<file path="src/hw/ups_pkg.sv">
// Package of register map, field positions and reset values for the power/suspend block.
package ups_pkg;

    // ------------------------------------------------------------------
    // Register indices and byte addresses
    // ------------------------------------------------------------------
    localparam logic [5:0] REG_POWER_IDX    = 6'h01;  // Power-control register index.
    localparam logic [5:0] REG_FRAME_LO_IDX = 6'h0c;  // Frame count low byte index.
    localparam logic [5:0] REG_IRQ_STAT_IDX = 6'h10;  // Sticky event status, read only.
    localparam logic [5:0] REG_IRQ_CLR_IDX  = 6'h11;  // Write one to clear status.
    localparam logic [5:0] REG_IRQ_EN_IDX   = 6'h12;  // Event enable register.
    localparam int         ADDR_W           = 8;      // Byte address width.

    // ------------------------------------------------------------------
    // Power-control field positions
    // ------------------------------------------------------------------
    localparam int PWR_ISO_GATE  = 7;  // Iso frame gate enable.
    localparam int PWR_INHIBIT   = 4;  // Function inhibit.
    localparam int PWR_RESET     = 3;  // Read: bus reset seen. Write one: force reset.
    localparam int PWR_RESUME    = 2;  // Remote wakeup drive.
    localparam int PWR_SUSPENDED = 1;  // Suspended flag, read only.
    localparam int PWR_SUSP_EN   = 0;  // Suspend detect enable.

    // ------------------------------------------------------------------
    // Event bits shared by status, clear and enable registers
    // ------------------------------------------------------------------
    localparam int IRQ_W      = 3;  // Number of event bits.
    localparam int IRQ_WAKE   = 0;  // Resume signalling detected.
    localparam int IRQ_SLEEP  = 1;  // Suspend entered.
    localparam int IRQ_BUSRST = 2;  // Bus reset detected.

    // ------------------------------------------------------------------
    // Reset values
    // ------------------------------------------------------------------
    localparam logic [7:0]       POWER_RST    = 8'h10;  // Inhibit set, all else clear.
    localparam logic [IRQ_W-1:0] IRQ_EN_RST   = 3'h5;   // Non-suspend events enabled.
    localparam logic [7:0]       FRAME_LO_RST = 8'h00;  // Frame count low byte.

endpackage

</file>
<file path="src/hw/ups_sync2.sv">
// Two-flop synchroniser for bus line-state levels.
`timescale 1ns/1ns
module ups_sync2 #(
    parameter int W = 3  // Number of levels.
) (
    // Clock and reset
    input  wire logic         clk_i,
    input  wire logic         rst_i,
    // Levels from outside the clock domain
    input  wire logic [W-1:0] async_i,
    // Synchronised levels
    output logic      [W-1:0] sync_o
);

    // ------------------------------------------------------------------
    // State
    // ------------------------------------------------------------------
    typedef struct packed {
        logic [W-1:0] meta;  // First stage, read only by the second stage.
        logic [W-1:0] safe;  // Second stage.
    } ups_sync_t;

    ups_sync_t st_r;   // Registered state.
    ups_sync_t st_nxt; // Next state.

    // Shift the levels through the two stages.
    always_comb begin
        st_nxt      = st_r;
        st_nxt.meta = async_i;
        st_nxt.safe = st_r.meta;
    end

    // Register the stages; reset to idle lines.
    always_ff @(posedge clk_i) begin
        if (rst_i) begin
            st_r <= '0;
        end else begin
            st_r <= st_nxt;
        end
    end

    assign sync_o = st_r.safe;

endmodule

</file>
<file path="src/hw/ups_iso_gate.sv">
// Holds newly loaded iso IN packets until the next start-of-frame.
`timescale 1ns/1ns
module ups_iso_gate #(
    parameter int N_EP = 3  // Number of iso IN endpoints.
) (
    // Clock and reset
    input  wire logic            clk_i,
    input  wire logic            rst_i,
    // Control
    input  wire logic            gate_en_i,
    input  wire logic            sof_i,
    // Endpoint events
    input  wire logic [N_EP-1:0] load_i,
    input  wire logic [N_EP-1:0] token_i,
    // Token answers, one-cycle pulses
    output logic      [N_EP-1:0] send_pkt_o,
    output logic      [N_EP-1:0] send_zlp_o
);

    // ------------------------------------------------------------------
    // State
    // ------------------------------------------------------------------
    typedef struct packed {
        logic [N_EP-1:0] pending;  // Loaded, waiting for a frame start.
        logic [N_EP-1:0] ready;    // Released for transmission.
        logic [N_EP-1:0] pkt;      // Answer with the packet.
        logic [N_EP-1:0] zlp;      // Answer with a zero-length packet.
    } ups_iso_t;

    ups_iso_t st_r;   // Registered state.
    ups_iso_t st_nxt; // Next state.

    // A token takes the packet only once it has been released.
    always_comb begin
        st_nxt     = st_r;
        st_nxt.pkt = token_i & st_r.ready;
        st_nxt.zlp = token_i & ~st_r.ready;
        st_nxt.ready = st_r.ready & ~token_i;
        if (gate_en_i) begin
            st_nxt.pending = st_r.pending | load_i;
            if (sof_i) begin
                st_nxt.ready   = st_nxt.ready | st_nxt.pending;
                st_nxt.pending = '0;
            end
        end else begin
            // Turning the gate off releases anything still held.
            st_nxt.ready   = st_nxt.ready | st_r.pending | load_i;
            st_nxt.pending = '0;
        end
    end

    // Register the state.
    always_ff @(posedge clk_i) begin
        if (rst_i) begin
            st_r <= '0;
        end else begin
            st_r <= st_nxt;
        end
    end

    assign send_pkt_o = st_r.pkt;
    assign send_zlp_o = st_r.zlp;
endmodule

</file>
<file path="src/hw/ups_power_ctrl.sv">
// Power, suspend, resume, inhibit and forced reset control with a Wishbone register slave.
//
// Summary of operation
// - Leave suspend on resume, bus reset, reset
// - Wake the oscillator whenever suspend is left
// - Resume detected: exit suspend, raise wake event if enabled
// - Resume bit while suspended drives resume signalling
// - Iso gate holds new IN packets until SOF
// - Early iso IN token gets zero-length packet
// - Function starts inhibited; clearing inhibit enables it
// - Inhibit returns only by power-on or forced reset
// - Inhibited function ignores all bus traffic
// - Writing reset bit forces whole-function reset
// - Reset bit reads bus reset signalling status
// - Enabled suspend detection enters suspend on signalling
// - Suspend entry raises sleep event if enabled
// - Bus reset clears address, endpoints, re-enables non-suspend events
// - Forced reset restores every register default
//
// Our own choice: the Wishbone slave port.
`timescale 1ns/1ns
module ups_power_ctrl
    import ups_pkg::*;
#(
    parameter int N_EP = 3  // Number of iso IN endpoints.
) (
    // Clock and reset
    input  wire logic              clk_i,
    input  wire logic              rst_i,
    // Wishbone slave
    input  wire logic              cyc_i,
    input  wire logic              stb_i,
    input  wire logic              we_i,
    input  wire logic [ADDR_W-1:0] adr_i,
    input  wire logic [3:0]        sel_i,
    input  wire logic [31:0]       dat_i,
    output logic      [31:0]       dat_o,
    output logic                   ack_o,
    // Bus line-state levels from the transceiver
    input  wire logic              line_suspend_i,
    input  wire logic              line_resume_i,
    input  wire logic              line_reset_i,
    // Packet engine events, same clock
    input  wire logic              sof_i,
    input  wire logic [N_EP-1:0]   iso_load_i,
    input  wire logic [N_EP-1:0]   iso_token_i,
    // Iso token answers
    output logic      [N_EP-1:0]   iso_send_pkt_o,
    output logic      [N_EP-1:0]   iso_send_zlp_o,
    // Function control
    output logic                   traffic_en_o,
    output logic                   suspended_o,
    output logic                   resume_drive_o,
    output logic                   osc_wake_o,
    output logic                   func_reset_o,
    output logic                   bus_reset_clear_o,
    // Interrupt
    output logic                   irq_o
);

    // ------------------------------------------------------------------
    // State
    // ------------------------------------------------------------------
    typedef struct packed {
        logic             iso_gate;    // Iso frame gate enable.
        logic             inhibit;     // Function inhibit.
        logic             resume_drv;  // Remote wakeup drive.
        logic             suspended;   // Suspended flag.
        logic             susp_en;     // Suspend detect enable.
        logic [IRQ_W-1:0] irq_stat;    // Sticky event status.
        logic [IRQ_W-1:0] irq_en;      // Event enables.
        logic [7:0]       frame_lo;    // Frame count low byte.
        logic [2:0]       line_d;      // Previous synchronised line levels.
        logic             ack;         // Bus acknowledge.
        logic [31:0]      rdata;       // Bus read data.
        logic             irq;         // Interrupt output.
        logic             osc_wake;    // Oscillator wake pulse.
        logic             func_rst;    // Forced function reset pulse.
        logic             bus_rst_clr; // Endpoint and address clear pulse.
        logic             traffic_en;  // Traffic enable, the inverse of inhibit.
    } ups_state_t;

    ups_state_t st_r;   // Registered state.
    ups_state_t st_nxt; // Next state.

    // ------------------------------------------------------------------
    // Helpers
    // ------------------------------------------------------------------

    // Default register contents, used at power-on and at forced reset.
    function automatic ups_state_t ups_default();
        ups_state_t d;
        d            = '0;
        d.iso_gate   = POWER_RST[PWR_ISO_GATE];
        d.inhibit    = POWER_RST[PWR_INHIBIT];
        d.resume_drv = POWER_RST[PWR_RESUME];
        d.suspended  = POWER_RST[PWR_SUSPENDED];
        d.susp_en    = POWER_RST[PWR_SUSP_EN];
        d.irq_en     = IRQ_EN_RST;
        d.frame_lo   = FRAME_LO_RST;
        d.traffic_en = !POWER_RST[PWR_INHIBIT];
        return d;
    endfunction

    // Byte address of a register index.
    function automatic logic [ADDR_W-1:0] ups_addr(input logic [5:0] idx);
        return {idx, 2'b00};
    endfunction

    // ------------------------------------------------------------------
    // Line-state synchronisation and edge detection
    // ------------------------------------------------------------------
    logic [2:0] line_s;     // Synchronised levels: reset, resume, suspend.
    logic       sus_rise;   // Suspend signalling begins.
    logic       res_rise;   // Resume signalling begins.
    logic       rst_rise;   // Bus reset signalling begins.
    logic       sof_ok;     // Frame start accepted.
    logic [N_EP-1:0] load_ok;  // Packet loads seen by the gate.
    logic [N_EP-1:0] token_ok; // Tokens accepted.

    ups_sync2 #(
        .W (3)
    ) u_sync (
        .clk_i   (clk_i),
        .rst_i   (rst_i),
        .async_i ({line_reset_i, line_resume_i, line_suspend_i}),
        .sync_o  (line_s)
    );

    // While inhibited the function reacts to nothing on the bus.
    assign sus_rise = line_s[0] && !st_r.line_d[0] && !st_r.inhibit;
    assign res_rise = line_s[1] && !st_r.line_d[1] && !st_r.inhibit;
    assign rst_rise = line_s[2] && !st_r.line_d[2] && !st_r.inhibit;
    assign sof_ok   = sof_i && !st_r.inhibit;
    assign token_ok = st_r.inhibit ? '0 : iso_token_i;
    assign load_ok  = iso_load_i;

    // ------------------------------------------------------------------
    // Register access decode
    // ------------------------------------------------------------------
    logic       req;      // New request, not yet answered.
    logic       wr_lo;    // Write that carries the low byte lane.
    logic [7:0] power_rd; // Power-control read value.

    assign req   = cyc_i && stb_i && !st_r.ack;
    assign wr_lo = req && we_i && sel_i[0];

    // Reset bit reads the live bus reset signalling, not a stored bit.
    always_comb begin
        power_rd                = 8'h00;
        power_rd[PWR_ISO_GATE]  = st_r.iso_gate;
        power_rd[PWR_INHIBIT]   = st_r.inhibit;
        power_rd[PWR_RESET]     = line_s[2] && !st_r.inhibit;
        power_rd[PWR_RESUME]    = st_r.resume_drv;
        power_rd[PWR_SUSPENDED] = st_r.suspended;
        power_rd[PWR_SUSP_EN]   = st_r.susp_en;
    end

    // ------------------------------------------------------------------
    // Next-state logic
    // ------------------------------------------------------------------
    logic force_rst; // Software forces a whole-function reset.

    assign force_rst = wr_lo && (adr_i == ups_addr(REG_POWER_IDX)) && dat_i[PWR_RESET];

    // Bus writes come first so that hardware events later in the process win over
    // software clears in the same cycle.
    always_comb begin
        st_nxt             = st_r;
        st_nxt.line_d      = line_s;
        st_nxt.ack         = req;
        st_nxt.osc_wake    = 1'b0;
        st_nxt.func_rst    = 1'b0;
        st_nxt.bus_rst_clr = 1'b0;
        if (req) begin
            st_nxt.rdata = 32'h0000_0000;
        end

        // Register reads and writes; unmapped addresses answer with zero.
        if (req) begin
            case (adr_i)
                ups_addr(REG_POWER_IDX): begin
                    st_nxt.rdata[7:0] = power_rd;
                    if (wr_lo) begin
                        st_nxt.iso_gate = dat_i[PWR_ISO_GATE];
                        st_nxt.susp_en  = dat_i[PWR_SUSP_EN];
                        // Software may clear inhibit but never set it.
                        if (!dat_i[PWR_INHIBIT]) begin
                            st_nxt.inhibit = 1'b0;
                        end
                        // Remote wakeup starts only while suspended.
                        if (dat_i[PWR_RESUME] && st_r.suspended) begin
                            st_nxt.resume_drv = 1'b1;
                            st_nxt.osc_wake   = 1'b1;
                        end
                        // Ending the wakeup ends the suspended state.
                        if (!dat_i[PWR_RESUME] && st_r.resume_drv) begin
                            st_nxt.resume_drv = 1'b0;
                            st_nxt.suspended  = 1'b0;
                        end
                    end
                end
                ups_addr(REG_FRAME_LO_IDX): begin
                    st_nxt.rdata[7:0] = st_r.frame_lo;
                end
                ups_addr(REG_IRQ_STAT_IDX): begin
                    st_nxt.rdata[IRQ_W-1:0] = st_r.irq_stat;
                end
                ups_addr(REG_IRQ_CLR_IDX): begin
                    if (wr_lo) begin
                        st_nxt.irq_stat = st_r.irq_stat & ~dat_i[IRQ_W-1:0];
                    end
                end
                ups_addr(REG_IRQ_EN_IDX): begin
                    st_nxt.rdata[IRQ_W-1:0] = st_r.irq_en;
                    if (wr_lo) begin
                        st_nxt.irq_en = dat_i[IRQ_W-1:0];
                    end
                end
                default: begin
                    st_nxt.rdata = 32'h0000_0000;
                end
            endcase
        end

        // Frame counter advances on each accepted frame start.
        if (sof_ok) begin
            st_nxt.frame_lo = st_r.frame_lo + 8'h01;
        end

        // Suspend entry, only when detection is enabled.
        if (sus_rise && st_r.susp_en && !st_r.suspended && !res_rise && !rst_rise) begin
            st_nxt.suspended = 1'b1;
            if (st_r.irq_en[IRQ_SLEEP]) begin
                st_nxt.irq_stat[IRQ_SLEEP] = 1'b1;
            end
        end

        // Resume signalling from the host wakes the function.
        if (res_rise) begin
            if (st_r.suspended) begin
                st_nxt.osc_wake = 1'b1;
            end
            st_nxt.suspended = 1'b0;
            if (st_r.irq_en[IRQ_WAKE]) begin
                st_nxt.irq_stat[IRQ_WAKE] = 1'b1;
            end
        end

        // Bus reset: leave suspend, clear endpoints, re-enable non-suspend events.
        if (rst_rise) begin
            if (st_r.suspended) begin
                st_nxt.osc_wake = 1'b1;
            end
            st_nxt.suspended   = 1'b0;
            st_nxt.resume_drv  = 1'b0;
            st_nxt.bus_rst_clr = 1'b1;
            st_nxt.irq_en[IRQ_WAKE]     = 1'b1;
            st_nxt.irq_en[IRQ_BUSRST]   = 1'b1;
            st_nxt.irq_stat[IRQ_WAKE]   = 1'b0;
            st_nxt.irq_stat[IRQ_BUSRST] = 1'b1;
        end

        // Forced reset returns every register to default, inhibit included.
        if (force_rst) begin
            st_nxt          = ups_default();
            st_nxt.line_d   = line_s;
            st_nxt.ack      = 1'b1;
            st_nxt.func_rst = 1'b1;
            st_nxt.osc_wake = st_r.suspended;
        end

        st_nxt.irq = |(st_nxt.irq_stat & st_nxt.irq_en);
        st_nxt.traffic_en = !st_nxt.inhibit;
    end

    // Register the state; power-on reset loads the defaults.
    always_ff @(posedge clk_i) begin
        if (rst_i) begin
            st_r <= ups_default();
        end else begin
            st_r <= st_nxt;
        end
    end

    // ------------------------------------------------------------------
    // Iso frame gate
    // ------------------------------------------------------------------
    // The gate is reset together with the function so no held packet survives.
    ups_iso_gate #(
        .N_EP (N_EP)
    ) u_iso (
        .clk_i      (clk_i),
        .rst_i      (rst_i || st_r.func_rst),
        .gate_en_i  (st_r.iso_gate),
        .sof_i      (sof_ok),
        .load_i     (load_ok),
        .token_i    (token_ok),
        .send_pkt_o (iso_send_pkt_o),
        .send_zlp_o (iso_send_zlp_o)
    );

    // ------------------------------------------------------------------
    // Outputs
    // ------------------------------------------------------------------
    assign dat_o             = st_r.rdata;
    assign ack_o             = st_r.ack;
    assign traffic_en_o      = st_r.traffic_en;
    assign suspended_o       = st_r.suspended;
    assign resume_drive_o    = st_r.resume_drv;
    assign osc_wake_o        = st_r.osc_wake;
    assign func_reset_o      = st_r.func_rst;
    assign bus_reset_clear_o = st_r.bus_rst_clr;
    assign irq_o             = st_r.irq;
endmodule

</file>
<file path="config.mk">
export PLATFORM = sky130hd
export DESIGN_NAME = ups_power_ctrl
export DESIGN_NICKNAME = d
export VERILOG_FILES = /design/src/hw/ups_pkg.sv /design/src/hw/ups_sync2.sv /design/src/hw/ups_iso_gate.sv /design/src/hw/ups_power_ctrl.sv
export SDC_FILE = /design/constraint.sdc
export NUM_CORES = 1
export LEC_CHECK = 0
export BUFFER_PORTS_ARGS = -buffer_cell sky130_fd_sc_hd__buf_4
export CAP_MARGIN = 20
export CORE_UTILIZATION = 49
export CTS_CLUSTER_SIZE = 28
export DETAILED_ROUTE_END_ITERATION = 7
export GPL_TIMING_DRIVEN = 1
export HOLD_SLACK_MARGIN = 0.06
export PLACE_DENSITY = 0.78
export SKIP_CTS_REPAIR_TIMING = 1
export SLEW_MARGIN = 15
export SYNTH_ARGS = -nofsm -noshare
export SYNTH_HDL_FRONTEND = slang
export SYNTH_SLANG_ARGS = --single-unit
</file>
<file path="constraint.sdc">
create_clock -name clk_i -period 2.1 [get_ports clk_i]
set_clock_uncertainty 0.2 [all_clocks]
set_input_delay 0.42 -clock clk_i [delete_from_list [all_inputs] [get_ports clk_i]]
set_output_delay 0.42 -clock clk_i [all_outputs]
set_load 0.01 [all_outputs]
</file>
==> qor.txt <==
Critical Path Sink Type: register
Synth async-reset ratio: 0
Crit-path max cell delay: 0.38 ns
Largest net degree at the start of global routing: 27
Area growth syn-to-layout: 20.4%
Most frequent cells in the layout: 92 x buf_4, 78 x dfxtp_1, 35 x nor2_1, 30 x and3_1
Area of the core: 0.00603 sq mm
Post-DR wirelength/cell: 13.6 um
Top cell type's share of synthesized area: 0.503
Post-synth EDFFs: 0
Site Rows: 28
YS warnings: 0
Clock sink count: 78
Tot Pwr: 2.81 mW
CTS tree: done
Vias in the first global route: 2,273
Count of cell types in the netlist: 38
I/O Buffers: 75
Worst setup path end: irq_o
Via density: 5.18
Yosys reg bits: 78
Slowest cell on crit path: and3b_1
Worst-path clk slew: 0.08 ns
Mapped cell area: 0.00310 sq mm
H-Tree Depth: 3
Met3 Track Usage GR: 0.0678
Critical path launch point type: register
CP startpoint: ack_o
Gr ovfl total: 0
CTS max path bufs: 2
Commonest non-fill, non-tap cell in the layout: buf_4
RR Endpoint: irq_o
Drt pass-1 iters: 4
Initial Util: 0.515
Vert. Die Dim: 81.6 um
Post-synthesis sequential area ratio: 0.503
Worst-Margin Slew: 0.584 ns
WL final: 6210 um
Synthesized instance count: 328
Layer with the highest usage: met2
Max VDD drop: 0.000446 V
Met2 GRT Util: 0.334
Worst R2R Start: ack_o
Detailed-route via count: 2,372
Max Fclk: 0.514 GHz
Crit path DAT: 1.98 ns
Hold Vio Cnt, Final: 0
First-pass GRT wire length: 10,300 um
CP Class: reg2reg
Slew headroom: 0.610
Die X: 81.6 um
Antenna violations before repair: 0
Tcrit/Tclk final: 0.927
Status: completed
GRT Total Usage: 0.207
Drt first-iter violations: 136
Share of layout cells above drive strength 1: 0.295
Most used DFF post-synth: dfxtp_1
Crit-path cells: and3b_1 > nand4_2 > mux2i_1 > nand3_1 > a221o_1
Worst reg2reg path depth: 5
Power per standard cell area: 753 mW/mm^2
Slew Limit Fails: 0
DIE AREA: 0.00666 sq mm
RSZ-0062 raised after global routing: false
Nets: 438
Area contributors post-synth: dfxtp_1 50%, buf_4 9.4%, and3_1 6.0%, nor2_1 4.2%, nor2b_1 3.4%
Leak: 1.74 nW
HPWL Detailed: 4410 um
Worst-skew pair later-pin latency: 0.35 ns
Final RePlAce weighted congestion: 0.875
Inserted Clock Buffers: 9
IO Pins: 105
Post-Syn Nets: 388
Max_cap viols: 0
Worst Hold Class: in2reg
Number of nets still failing antenna checks after routing: 0
CP max FO: 6
Hold slack: 0.0869 ns
Met1 global-route usage: 0.246
Setup TNS: 0 ns
Final min period: 1.95 ns
CP Data Required Time: 2.14 ns
Residual DRC: 0
Cell accounting for the most synthesized area: dfxtp_1
Antenna diodes: 0
Fin util: 0.620
Mean post-synth cell area: 9.46 sq um
# setup viols final: 0
Root Driver: clkbuf_8
Flop2flop setup slack: 0.15 ns
## cell families (layout without fill, tap and decap cells)
group / Yosys count / count (layout) / share of synthesized area
AOI/OAI and AO/OA: 37 / 37 / 0.0766
xor gates and xnor gates: 7 / 7 / 0.0198
adders and majority gates: 1 / 1 / 0.00403
buffers and inverters: 58 / 113 / 0.122
DFF: 78 / 78 / 0.503
muxes: 7 / 7 / 0.0226
and+or+nand+nor: 140 / 140 / 0.252
## cell usage after synthesis, types with 2 or more instances
cell type and n:
nand4_1 5, nor3_1 4, buf_4 39, a21oi_1 11, nor4b_4 2, a221oi_1 5, nor2_1 35, o21ai_1 2
mux2i_1 7, a211oi_1 7, clkbuf_1 8, buf_2 5, xor2_1 6, nand3_1 13, and4_1 2, inv_1 5
nand2b_1 6, dfxtp_1 78, nand2_1 17, o21ai_0 8, nor2b_1 17, and3_1 30
## critical path, delay by kind of cell (launching register included)
| kind | cells | cell delay, ns |
|---|---|---|
| AOI/OAI and AO/OA | 1 | 0.34 |
| muxes | 1 | 0.25 |
| and+or+nand+nor | 3 | 0.72 |
| DFF | 1 | 0.33 |
## per-layer routing
layer / up-vias / routed length, um
li1: 1184 / -
met4: 0 / 96
met1: 1098 / 2870
met2: 79 / 2870
met5: - / 0
met3: 11 / 375
## power breakdown
part,internal [mW],leakage (nW),switching (mW)
clock network,0.587,0.103,0.559
logic,0.0806,1.00,0.0800
registers,1.50,0.632,0.00958
total,2.16,1.74,0.648
## per-stage QoR
step / instances / worst slack (ns) / area, sq um
after CTS: 458 / 0.168 / 3740
after detailed placement: 442 / -0.0639 / 3530
final: 458 / 0.154 / 3740
after floorplan: 328 / 0.169 / 3100
after global placement: 442 / -0.00498 / 3530
after global routing: 458 / 0.0718 / 3740
## cell type report
cell class	instances	area [sq um]
Multi-Input combinational cell	192	1160
Clock inverter	6	68.8
Timing Repair Buffer	92	691
Fill cell	526	2290
Clock buffer	10	138
Sequential cell	78	1560
Inverter	5	18.8
Tap cell	75	93.8
## worst min-delay path by stage
stage,cells after the start,end,from
after floorplan,1,u_iso.send_zlp_o[0],u_iso.st_r[6]
after global placement,1,u_iso.send_zlp_o[2],u_iso.st_r[8]
after detailed placement,1,u_iso.send_zlp_o[0],u_iso.st_r[6]
after CTS,2,u_sync.st_nxt[2],line_reset_i
after global routing,3,u_iso.st_r[9],iso_load_i[0]
final,2,u_sync.st_nxt[1],line_resume_i
No activity file was read; power rests on OpenSTA's default activity.
